### src/clkout_pkg.sv
// Constants for the clock output and direct speed switch block.
// Assumes a 32-bit classic Wishbone register bus and a 200 MHz system clock.
`default_nettype none

package clkout_pkg;

  // Register byte offsets
  localparam logic [3:0] CTRL_OFS = 4'h0;
  localparam logic [3:0] STATUS_OFS = 4'h4;
  localparam logic [3:0] PORT_OFS = 4'h8;
  localparam logic [3:0] PEND_OFS = 4'hC;

  // Control register fields
  localparam int STANDBY_SELECT_BIT = 0;
  localparam int LOW_SPEED_ON_BIT = 1;
  localparam int DIRECT_TRANSITION_ON_BIT = 2;
  localparam int PRESCALER_SELECT_SUB_BIT = 3;
  localparam int SETTLE_LSB = 4;
  localparam int SYS_CLOCK_OUT_STOP_BIT = 7;
  localparam int CLK_PIN_DIR_BIT = 8;
  localparam int DIVIDER_LSB = 9;
  localparam int CTRL_WIDTH = 12;
  localparam logic [11:0] CTRL_RESET = 12'h000;

  // Port output register
  localparam int PORT_WIDTH = 8;
  localparam logic [7:0] PORT_RESET = 8'h00;

  // Settling time: base count, doubled per settle_time_select step
  localparam int SETTLE_BASE_DEFAULT = 1024;
  localparam int SETTLE_CNT_WIDTH = 18;

  typedef enum logic [3:0] {
    MODE_HIGH,
    MODE_MEDIUM,
    MODE_SUBACTIVE,
    MODE_SLEEP,
    MODE_SUBSLEEP,
    MODE_SW_STANDBY,
    MODE_WATCH,
    MODE_DIRECT,
    MODE_HW_STANDBY
  } mode_t;

endpackage

`default_nettype wire

### src/clock_out_and_direct_speed_switch.sv
// Power-mode sequencer and system clock output pin control.
// Assumes a classic Wishbone master on clk_i; hw_standby_n_i and sub_clk_i
// come from pins and are synchronised here.
`timescale 1ns/1ps
`default_nettype none

module clock_out_and_direct_speed_switch
  import clkout_pkg::*;
#(
  parameter int SETTLE_BASE_CYCLES = SETTLE_BASE_DEFAULT
)
(
  input wire logic clk_i,
  input wire logic rst_i,
  input wire logic ce_i,
  // Wishbone slave
  input wire logic wb_cyc_i,
  input wire logic wb_stb_i,
  input wire logic wb_we_i,
  input wire logic [3:0] wb_adr_i,
  input wire logic [3:0] wb_sel_i,
  input wire logic [31:0] wb_dat_i,
  output logic [31:0] wb_dat_o,
  output logic wb_ack_o,
  // CPU events
  input wire logic sleep_exec_i,
  input wire logic wake_irq_i,
  input wire logic pulse_req_i,
  output logic pulse_pending_o,
  output logic direct_irq_o,
  output logic [3:0] mode_o,
  // Pins
  input wire logic hw_standby_n_i,
  input wire logic sub_clk_i,
  input wire logic clk_pin_i,
  output logic clk_pin_o,
  output logic clk_pin_oe_o,
  output logic [7:0] port_out_o
);

  ////////////////////////////////////////////////////////////////////////
  // Pin synchronisers

  logic [1:0] stby_sync_r;
  logic [1:0] sub_sync_r;
  logic [1:0] pin_sync_r;
  logic hw_stby;
  logic sub_clk;

  always_ff @(posedge clk_i)
  begin
    if (rst_i)
    begin
      stby_sync_r <= 2'h3;
      sub_sync_r <= 2'h0;
      pin_sync_r <= 2'h3;
    end
    else if (ce_i)
    begin
      stby_sync_r <= {stby_sync_r[0], hw_standby_n_i};
      sub_sync_r <= {sub_sync_r[0], sub_clk_i};
      pin_sync_r <= {pin_sync_r[0], clk_pin_i};
    end
  end

  assign hw_stby = !stby_sync_r[1];
  assign sub_clk = sub_sync_r[1];

  ////////////////////////////////////////////////////////////////////////
  // Register bus

  logic [CTRL_WIDTH-1:0] ctrl_r;
  logic [PORT_WIDTH-1:0] port_r;
  logic pending_r;
  logic ack_r;
  logic [31:0] rdat_r;
  logic bus_req;
  logic wr_ctrl;
  logic wr_port;
  logic wr_pend;
  logic [31:0] rd_mux;
  mode_t mode_r;
  mode_t mode_nxt;

  assign bus_req = wb_cyc_i && wb_stb_i && !ack_r;
  assign wr_ctrl = bus_req && wb_we_i && (wb_adr_i == CTRL_OFS);
  assign wr_port = bus_req && wb_we_i && (wb_adr_i == PORT_OFS) && wb_sel_i[0];
  assign wr_pend = bus_req && wb_we_i && (wb_adr_i == PEND_OFS) && wb_sel_i[0];

  function automatic logic [CTRL_WIDTH-1:0] merge_ctrl(input logic [CTRL_WIDTH-1:0] old,
                                                       input logic [31:0] d,
                                                       input logic [3:0] sel);
    logic [CTRL_WIDTH-1:0] r;
    r = old;
    if (sel[0])
      r[7:0] = d[7:0];
    if (sel[1])
      r[CTRL_WIDTH-1:8] = d[CTRL_WIDTH-1:8];
    merge_ctrl = r;
  endfunction

  // Status: pin level, settle busy, current mode
  logic settle_busy;
  logic settle_done;
  logic [31:0] status_word;
  assign status_word = {26'h0, pin_sync_r[1], settle_busy, mode_r};

  assign rd_mux = (wb_adr_i == CTRL_OFS) ? {20'h0, ctrl_r} :
                  (wb_adr_i == STATUS_OFS) ? status_word :
                  (wb_adr_i == PORT_OFS) ? {24'h0, port_r} :
                  (wb_adr_i == PEND_OFS) ? {31'h0, pending_r} : 32'h0;

  always_ff @(posedge clk_i)
  begin
    if (rst_i)
    begin
      ack_r <= 1'b0;
      rdat_r <= 32'h0;
      ctrl_r <= CTRL_RESET;
      port_r <= PORT_RESET;
    end
    else if (ce_i)
    begin
      ack_r <= bus_req;
      if (bus_req)
        rdat_r <= rd_mux;
      if (wr_ctrl)
        ctrl_r <= merge_ctrl(ctrl_r, wb_dat_i, wb_sel_i);
      if (wr_port)
        port_r <= wb_dat_i[7:0]; // Never touched by mode changes
    end
  end

  assign wb_ack_o = ack_r;
  assign wb_dat_o = rdat_r;
  assign port_out_o = port_r;

  ////////////////////////////////////////////////////////////////////////
  // Pulse unit pending request

  always_ff @(posedge clk_i)
  begin
    if (rst_i)
      pending_r <= 1'b0;
    else if (ce_i)
    begin
      if (pulse_req_i)
        pending_r <= 1'b1;
      else if (wr_pend && wb_dat_i[0] && mode_r != MODE_SUBACTIVE)
        pending_r <= 1'b0; // Clear refused in subactive
    end
  end

  assign pulse_pending_o = pending_r;

  ////////////////////////////////////////////////////////////////////////
  // Mode sequencer

  logic standby_select;
  logic low_speed_on;
  logic direct_transition_on;
  logic prescaler_select_sub;
  logic [2:0] divider;
  logic go_watch;
  logic go_subsleep;
  logic go_sub_to_high;
  logic go_high_to_sub;
  mode_t run_mode;
  mode_t direct_target_r;

  assign standby_select = ctrl_r[STANDBY_SELECT_BIT];
  assign low_speed_on = ctrl_r[LOW_SPEED_ON_BIT];
  assign direct_transition_on = ctrl_r[DIRECT_TRANSITION_ON_BIT];
  assign prescaler_select_sub = ctrl_r[PRESCALER_SELECT_SUB_BIT];
  assign divider = ctrl_r[DIVIDER_LSB+2:DIVIDER_LSB];
  assign run_mode = (divider == 3'h0) ? MODE_HIGH : MODE_MEDIUM;
  assign go_watch = standby_select && !direct_transition_on && prescaler_select_sub;
  assign go_subsleep = !standby_select && low_speed_on && prescaler_select_sub;
  assign go_sub_to_high = standby_select && !low_speed_on && direct_transition_on &&
                          prescaler_select_sub;
  assign go_high_to_sub = standby_select && low_speed_on && direct_transition_on &&
                          prescaler_select_sub;

  always_comb
  begin
    mode_nxt = mode_r;
    case (mode_r)
      MODE_HIGH, MODE_MEDIUM:
        if (sleep_exec_i)
        begin
          if (!standby_select)
            mode_nxt = MODE_SLEEP;
          else if (go_high_to_sub)
            mode_nxt = MODE_DIRECT;
          else if (go_watch)
            mode_nxt = MODE_WATCH;
          else
            mode_nxt = MODE_SW_STANDBY;
        end
      MODE_SUBACTIVE:
        if (sleep_exec_i)
        begin
          if (go_sub_to_high)
            mode_nxt = MODE_DIRECT;
          else if (go_watch)
            mode_nxt = MODE_WATCH;
          else if (go_subsleep)
            mode_nxt = MODE_SUBSLEEP;
          else
            mode_nxt = MODE_SUBACTIVE;
        end
      MODE_SLEEP, MODE_SW_STANDBY:
        if (wake_irq_i)
          mode_nxt = run_mode;
      MODE_SUBSLEEP:
        if (wake_irq_i)
          mode_nxt = MODE_SUBACTIVE;
      MODE_WATCH:
        if (wake_irq_i)
          mode_nxt = low_speed_on ? MODE_SUBACTIVE : run_mode;
      MODE_DIRECT:
        if (direct_target_r == MODE_SUBACTIVE || settle_done)
          mode_nxt = direct_target_r; // Waits out settling only on the switch to high speed
      MODE_HW_STANDBY:
        mode_nxt = MODE_HIGH;
      default:
        mode_nxt = MODE_HIGH;
    endcase
    if (hw_stby)
      mode_nxt = MODE_HW_STANDBY;
  end

  logic settle_start;
  logic direct_irq_r;
  assign settle_start = (mode_r == MODE_SUBACTIVE) && sleep_exec_i && go_sub_to_high && !hw_stby;

  always_ff @(posedge clk_i)
  begin
    if (rst_i)
    begin
      mode_r <= MODE_HIGH;
      direct_target_r <= MODE_HIGH;
      direct_irq_r <= 1'b0;
    end
    else if (ce_i)
    begin
      mode_r <= mode_nxt;
      if (mode_r != MODE_DIRECT)
        direct_target_r <= (mode_r == MODE_SUBACTIVE) ? MODE_HIGH : MODE_SUBACTIVE;
      direct_irq_r <= (mode_r == MODE_DIRECT) && (mode_nxt != MODE_DIRECT) && !hw_stby;
    end
  end

  assign direct_irq_o = direct_irq_r;
  assign mode_o = mode_r;

  settle_timer #(
    .SETTLE_BASE_CYCLES(SETTLE_BASE_CYCLES)
  ) u_settle (
    .clk_i(clk_i),
    .rst_i(rst_i),
    .ce_i(ce_i),
    .start_i(settle_start),
    .sel_i(ctrl_r[SETTLE_LSB+2:SETTLE_LSB]),
    .busy_o(settle_busy),
    .done_o(settle_done)
  );

  ////////////////////////////////////////////////////////////////////////
  // Clock output pin

  logic phi_r;
  logic stop_eff_r;
  logic pin_r;
  logic oe_r;
  logic pin_nxt;
  logic oe_nxt;
  logic show_phi;
  logic show_sub;

  // Stop takes effect only with phi_r high, ending the system clock cycle
  always_ff @(posedge clk_i)
  begin
    if (rst_i)
    begin
      phi_r <= 1'b1;
      stop_eff_r <= 1'b0;
    end
    else if (ce_i)
    begin
      phi_r <= !phi_r;
      if (phi_r)
        stop_eff_r <= ctrl_r[SYS_CLOCK_OUT_STOP_BIT];
    end
  end

  assign show_phi = (mode_r == MODE_HIGH) || (mode_r == MODE_MEDIUM) ||
                    (mode_r == MODE_SLEEP) || (mode_r == MODE_SUBSLEEP);
  assign show_sub = (mode_r == MODE_SUBACTIVE);
  assign oe_nxt = ctrl_r[CLK_PIN_DIR_BIT] && (mode_r != MODE_HW_STANDBY);
  assign pin_nxt = stop_eff_r ? 1'b1 :
                   show_phi ? !phi_r :
                   show_sub ? sub_clk : 1'b1;

  always_ff @(posedge clk_i)
  begin
    if (rst_i)
    begin
      pin_r <= 1'b1;
      oe_r <= 1'b0;
    end
    else if (ce_i)
    begin
      pin_r <= pin_nxt;
      oe_r <= oe_nxt;
    end
  end

  assign clk_pin_o = pin_r;
  assign clk_pin_oe_o = oe_r;

endmodule

`default_nettype wire

### src/settle_timer.sv
// Settling-time counter for the subactive to high-speed direct switch.
// Assumes start is a one-cycle pulse on clk_i; done pulses once at expiry.
`timescale 1ns/1ps
`default_nettype none

module settle_timer
  import clkout_pkg::*;
#(
  parameter int SETTLE_BASE_CYCLES = SETTLE_BASE_DEFAULT
)
(
  input wire logic clk_i,
  input wire logic rst_i,
  input wire logic ce_i,
  input wire logic start_i,
  input wire logic [2:0] sel_i,
  output logic busy_o,
  output logic done_o
);

  logic [SETTLE_CNT_WIDTH-1:0] cnt_r;
  logic [SETTLE_CNT_WIDTH-1:0] cnt_nxt;
  logic busy_r;
  logic done_r;

  function automatic logic [SETTLE_CNT_WIDTH-1:0] settle_count(input logic [2:0] sel);
    logic [SETTLE_CNT_WIDTH-1:0] base;
    base = SETTLE_CNT_WIDTH'(SETTLE_BASE_CYCLES);
    settle_count = base << sel;
  endfunction

  assign cnt_nxt = start_i ? settle_count(sel_i) - 1'b1 : cnt_r - 1'b1;

  always_ff @(posedge clk_i)
  begin
    if (rst_i)
    begin
      cnt_r <= '0;
      busy_r <= 1'b0;
      done_r <= 1'b0;
    end
    else if (ce_i)
    begin
      done_r <= busy_r && !start_i && (cnt_r == '0);
      if (start_i || busy_r)
        cnt_r <= cnt_nxt;
      if (start_i)
        busy_r <= 1'b1;
      else if (cnt_r == '0)
        busy_r <= 1'b0;
    end
  end

  assign busy_o = busy_r;
  assign done_o = done_r;

endmodule

`default_nettype wire
### config.mk
export PLATFORM = sky130hd
export DESIGN_NAME = clock_out_and_direct_speed_switch
export DESIGN_NICKNAME = d
export VERILOG_FILES = /design/src/clkout_pkg.sv /design/src/clock_out_and_direct_speed_switch.sv /design/src/settle_timer.sv
export SDC_FILE = /design/constraint.sdc
export NUM_CORES = 1
export LEC_CHECK = 0
export BUFFER_PORTS_ARGS = -buffer_cell sky130_fd_sc_hd__buf_4
export CAP_MARGIN = 0
export CORE_UTILIZATION = 56
export CTS_BUF_LIST = sky130_fd_sc_hd__clkbuf_8
export CTS_CLUSTER_DIAMETER = 120
export DETAILED_ROUTE_END_ITERATION = 8
export PLACE_DENSITY = 0.82
export SYNTH_ARGS = -nofsm -noshare
export SYNTH_HDL_FRONTEND = slang
export SYNTH_SLANG_ARGS = --single-unit
### constraint.sdc
create_clock -name clk_i -period 7.3 [get_ports clk_i]
set_input_delay 0.365 -clock clk_i [delete_from_list [all_inputs] [get_ports clk_i]]
set_output_delay 0.365 -clock clk_i [all_outputs]
set_load 0.02 [all_outputs]
# Word-level counts from Yosys, hierarchy flattened
# Cells that the tools add are included.
# totals
register_bits	93
memories	0
input_bits	52
mem_bits_ro	0
latch_bits	0
output_inout_bits	49
ramBits	0
elab_cells	122
# classes
n_shift	1
mux	29
bitwise	0
multipliers	0
n_reduce_logical	56
magnitude_cmp	0
eq_ne	15
div_mod_pow	0
n_addsub	2
# ops
cell	n
18-bit by 1-bit subtractor with 18-bit output, second input constant	2
1-bit logical AND	28
4-bit 2-to-1 mux	7
4-bit case mux with 6 select lines	1
4-bit by 3-bit == test with 1-bit output, second input constant	5
18-bit logical NOT	1
18-bit 2-to-1 mux	1
11-bit by 3-bit left shift with 18-bit output, first input constant	1
8-bit 2-to-1 mux	2
2-bit AND reduction	7
4-bit by 2-bit == test with 1-bit output, second input constant	3
12-bit 2-to-1 mux	1
3-bit 2-to-1 mux	4
1-bit 2-to-1 mux	9
4-bit == test, second input constant	2
4-bit logical NOT	2
2-bit 2-to-1 mux	4
4-bit by 3-bit inequality test with 1-bit output, second input constant	2
1-bit logical NOT	6
3-bit AND reduction	2
1-bit logical OR	5
4-bit by 1-bit == test with 1-bit output, second input constant	1
4-bit by 2-bit inequality test with 1-bit output, second input constant	1
4-bit inequality test, second input constant	1
other kinds (3)	5

# Logic depth before layout (Yosys ltp)
# logic_depth
ltp_word	12
ltp_mapped	11
ltp_nobuf	9

# Cells and area by module
# From an unflattened synthesis, not the netlist that was laid out.
# unflattened
hier_cells	459
area_unflattened_um2	3817.4
# by_module_without_submodules
module	instances	area_each_um2	cells_per_inst
clock_out_and_direct_speed_switch	1	2467.4	281
settle_timer	1	1350.0	178

# Worst setup path after synthesis
# No wires, ideal clock.
# synth_path
path_type	reg-to-reg
start	register mode_r[1], in the netlist mode_o[1]
end	register u_settle.cnt_r[12]
path_stages_with_launch	11
t_required_ps	7168
t_arrival_ps	2407
path_slack_ps	4761
period_less_slack_ps	2539
cell_sequence	dfxtp_1 -> clkbuf_1 -> nor3b_2 -> nand3_1 -> clkbuf_1 -> nand2_1 -> ha_1 -> nand4_1 -> or3_1 -> o221ai_1 -> a21oi_1
# synth_between
elab_chain_cells	6
# synth_lines
item	line	text
start, declared	clock_out_and_direct_speed_switch.sv:82	mode_t mode_r;
start signal, assigned	clock_out_and_direct_speed_switch.sv:247	mode_r <= mode_nxt;
4-bit by 2-bit == test with 1-bit output (*)	clock_out_and_direct_speed_switch.sv:235	assign settle_start = (mode_r == MODE_SUBACTIVE) && sleep_exec_i && go_sub_to_high && !hw_stby;
1-bit logical AND (*) (3 in series)	clock_out_and_direct_speed_switch.sv:235	
1-bit logical OR	settle_timer.sv:45	if (start_i || busy_r)
2-bit AND reduction (no line)	--	
end signal, assigned	settle_timer.sv:46	cnt_r <= cnt_nxt;
end, declared	settle_timer.sv:21	logic [SETTLE_CNT_WIDTH-1:0] cnt_r;
# Mark *: on every way between the ends. The rest lies on a longest branch, timed or not.
# A chain may end at the register's enable or synchronous reset.

# Final worst setup path
# Ends and elaborated chain as after synthesis.

==> impl_metrics.tcl <==
set metrics [dict create \
    cts_setup_buffers 0 \
    total_power_w 0.000845 \
    die_h_um 84.4 \
    ys_types 65 \
    synth_mux_area_share_pct 10.2 \
    status "finished with violations" \
    placed_cells 567 \
    ctsResizeCount 0 \
    highest_layer "met4" \
    synthesis.area_um2 3800 \
    synth_top_family_by_area "simple AND/OR/NAND/NOR gates" \
    synth_warnings 0 \
    synth_fa_ha_area_share_pct 0.329 \
    cp.arrival_ps 3660 \
    critPathRequiredTime_ps 7510 \
    worstReg2RegEnd "u_settle.cnt_r[12]" \
    wl_met1_mm 4.05 \
    worstReg2RegStart "mode_o[1]" \
    cts_tree "yes" \
    tns_ps 0 \
    leakagePower_nw 1.91 \
    synth_edf_count 0 \
    grt_pass1_wl_mm 15.3 \
    vias_per_cell 6.06 \
    ys_top_cells_by_area "dfxtp_1, mux2i_1, nor2_1" \
    powerDensity_nw_per_um2 193 \
    synth_flop_cell "dfxtp_1" \
    wl_met2_mm 4.51 \
    max-vdd-ir-drop_v 0.000154 \
    cpPeakStageDelay_ps 690 \
    post-route-min-period_ps 3450 \
    synth_top_area_share_pct 36.8 \
    grt_pass1_vias 3231 \
    io_pins 101 \
    min_from "hw_standby_n_i" \
    drv_cap 0 \
    area_delta_synth_final_pct 15.0 \
    htree_levels 3 \
    io_buffers 58 \
    dieWidth_um 84.4 \
    nets 554 \
    path_cells "nor3b_2 > nand3_1 > nand2_1 > ha_1 > nand4_1 > or3_1 > o221ai_1 > a21oi_1" \
    placed_area_um2 4130 \
    rsz0062_at_grt "no" \
    drt.antenna.violating_nets 0 \
    post-route-cell-area_um2 4370 \
    crit_path_start_kind "flop" \
    tightest_slew_ps 867 \
    row_count 29 \
    synth_compound_area_share_pct 16.0 \
    hold_path_class "input pin to flop" \
    avgSynthCellArea_um2 8.14 \
    slew_headroom_pct 41.7 \
    async_flop_share_pct 0 \
    antenna_found_initial 0 \
    layout-drive-gt1-share_pct 17.4 \
    holdPathEnd "stby_sync_r[0]" \
    whs_ps 239 \
    drc 5 \
    cp-end-kind "flop" \
    yosysTopAreaCell "dfxtp_1" \
    dr.pass1.iters 7 \
    clk_pin_slew_ps 70 \
    period_share_pct 47.3 \
    core_um2 6460 \
    hold_violations 0 \
    crit_type "flop to flop" \
    numCtsBuffers 9 \
    worst-path-max-fanout 17 \
    r2r_cells 8 \
    final_cells 583 \
    r2r_slack_ps 3850 \
    clkLatencyLatePin_ps 350 \
    first_iter_violations 202 \
    syn-instance-count 467 \
    cts.sinks 70 \
    diodes 0 \
    ys_ff_latch 70 \
    finalWirelength_mm 9.26 \
    violations "design-rule violations" \
    synthSimpleGateAreaFrac_pct 26.6 \
    grt_max_degree 64 \
    initial_utilization_pct 58.9 \
    grt_usage_pct 26.9 \
    wl_per_cell_um 15.9 \
    crit_slowest_cell "dfxtp_1" \
    slew_viol_final 0 \
    fill_cells 536 \
    clockBufferDepth 2 \
    cts-root-buf "clkbuf_8" \
    dp_hpwl_mm 6.27 \
    synth-xor-area-share_pct 1.61 \
    dieArea_um2 7130 \
    seq_area_frac_synth_pct 36.8 \
    place_congestion 0.881 \
    min_path_cells 3 \
    clock_skew_ps 8.75 \
    fmaxAchievable_ghz 0.290 \
    setup_viol 0 \
    wl_met3_um 545 \
    grt_overflow 0 \
    hold_buffers 0 \
    via_count 3534 \
]
==> placed cells by master (no fill, tap or decap), types with 6 or more instances in the layout <==
master    netlist  routed
dfxtp_1        70      70
buf_4          20      58
nor2_1         57      57
nand2_1        41      41
mux2i_1        33      33
a21oi_1        25      25
o21ai_0        21      21
conb_1          1      20
nand3_1        14      14
inv_1          10      11
nor3_1         11      11
a22oi_1        10      10
clkbuf_8        0      10
nand4_1         9       9
or3_1           9       9
nand2b_1        6       6
nor4_1          6       6
xnor2_1         6       6
==> cells by family after synthesis <==
family                     count (synthesis)
other                                      1
buffers and inverters                     64
xor gates and xnor gates                   7
and+or+nand+nor                          193
AOI/OAI and AO/OA                         94
muxes                                     37
adders and majority gates                  1
DFF                                       70
==> per-stage QoR <==
| stage | setup slack [ps] | util [%] |
|---|---|---|
| 4_1_cts | 3880 | 67.7 |
| 3_5_place_dp | 3900 | 63.9 |
| 5_1_grt | 3440 | 67.7 |
| 2_1_floorplan | 4760 | - |
| 6_report | 3850 | 67.7 |
| 3_3_place_gp | 3880 | 63.9 |
==> power breakdown <==
part | switching [W] | internal, W | total [W] | leakage [nW]
sequential | 0.00000816 | 0.000387 | 0.000395 | 0.566
clock | 0.000147 | 0.000236 | 0.000382 | 0.124
combinational | 0.0000420 | 0.0000263 | 0.0000683 | 1.22
total | 0.000197 | 0.000649 | 0.000845 | 1.91
==> cell usage after synthesis, types with 4 or more instances <==
cell type	number
or3_1	9
o21ai_0	21
nand2b_1	6
nor3_1	11
and3_1	5
a211oi_1	4
nand2_1	41
nand3_1	14
dfxtp_1	70
clkbuf_1	31
nand4_1	9
inv_1	10
a21oi_1	25
nor4_1	6
nor2b_1	5
mux2i_1	33
a22oi_1	10
nor2_1	57
xnor2_1	6
buf_4	20
or4_1	4
a31oi_1	4
==> routing by layer <==
metal  vias to the layer above  track usage (%)
met1                      1695             33.5
met3                        16             7.87
li1                       1700                -
met2                       123             44.5
met4                         0             9.71
met5                         -                0
==> worst max-delay path, delay by kind of cell (launching register included) <==
family / cells / cell delay (ps)
AO/OA/AOI/OAI: 2 / 250
adder cells (fa/ha/maj): 1 / 510
flip-flops: 1 / 690
AND/OR/NAND/NOR: 5 / 1850
==> worst max path at each step <==
stage,start,to,cells past startpoint
2_1_floorplan,mode_o[1],u_settle.cnt_r[12],10
3_3_place_gp,mode_o[1],u_settle.cnt_r[12],8
3_5_place_dp,mode_o[1],u_settle.cnt_r[12],8
4_1_cts,mode_o[1],u_settle.cnt_r[12],8
5_1_grt,mode_o[1],u_settle.cnt_r[12],8
6_report,mode_o[1],u_settle.cnt_r[12],8
==> state kept, by name, summed over array words and instances, names as in the netlist <==
name / cells
sub_sync_r: 2
clk_pin_o: 1
direct_irq_o: 1
u_settle.cnt_r: 18
u_settle.done_o: 1
mode_o: 4
wb_dat_o: 12
port_out_o: 8
stop_eff_r: 1
pulse_pending_o: 1
stby_sync_r: 2
phi_r: 1
u_settle.busy_o: 1
wb_ack_o: 1
direct_target_r: 1
ctrl_r: 12
clk_pin_oe_o: 1
pin_sync_r: 2
==> cell type report <==
cell class	count	area [µm²]	share of cell area [%]
sequential	70	1400	32.0
clock inverter	6	110	2.52
clock buffer	10	138	3.15
inverter	10	37.5	0.858
timing repair buffer	58	435	9.96
multi-input combinational	352	2150	49.3
tap	77	96.3	2.20
No activity file was read; power rests on OpenSTA's default activity.
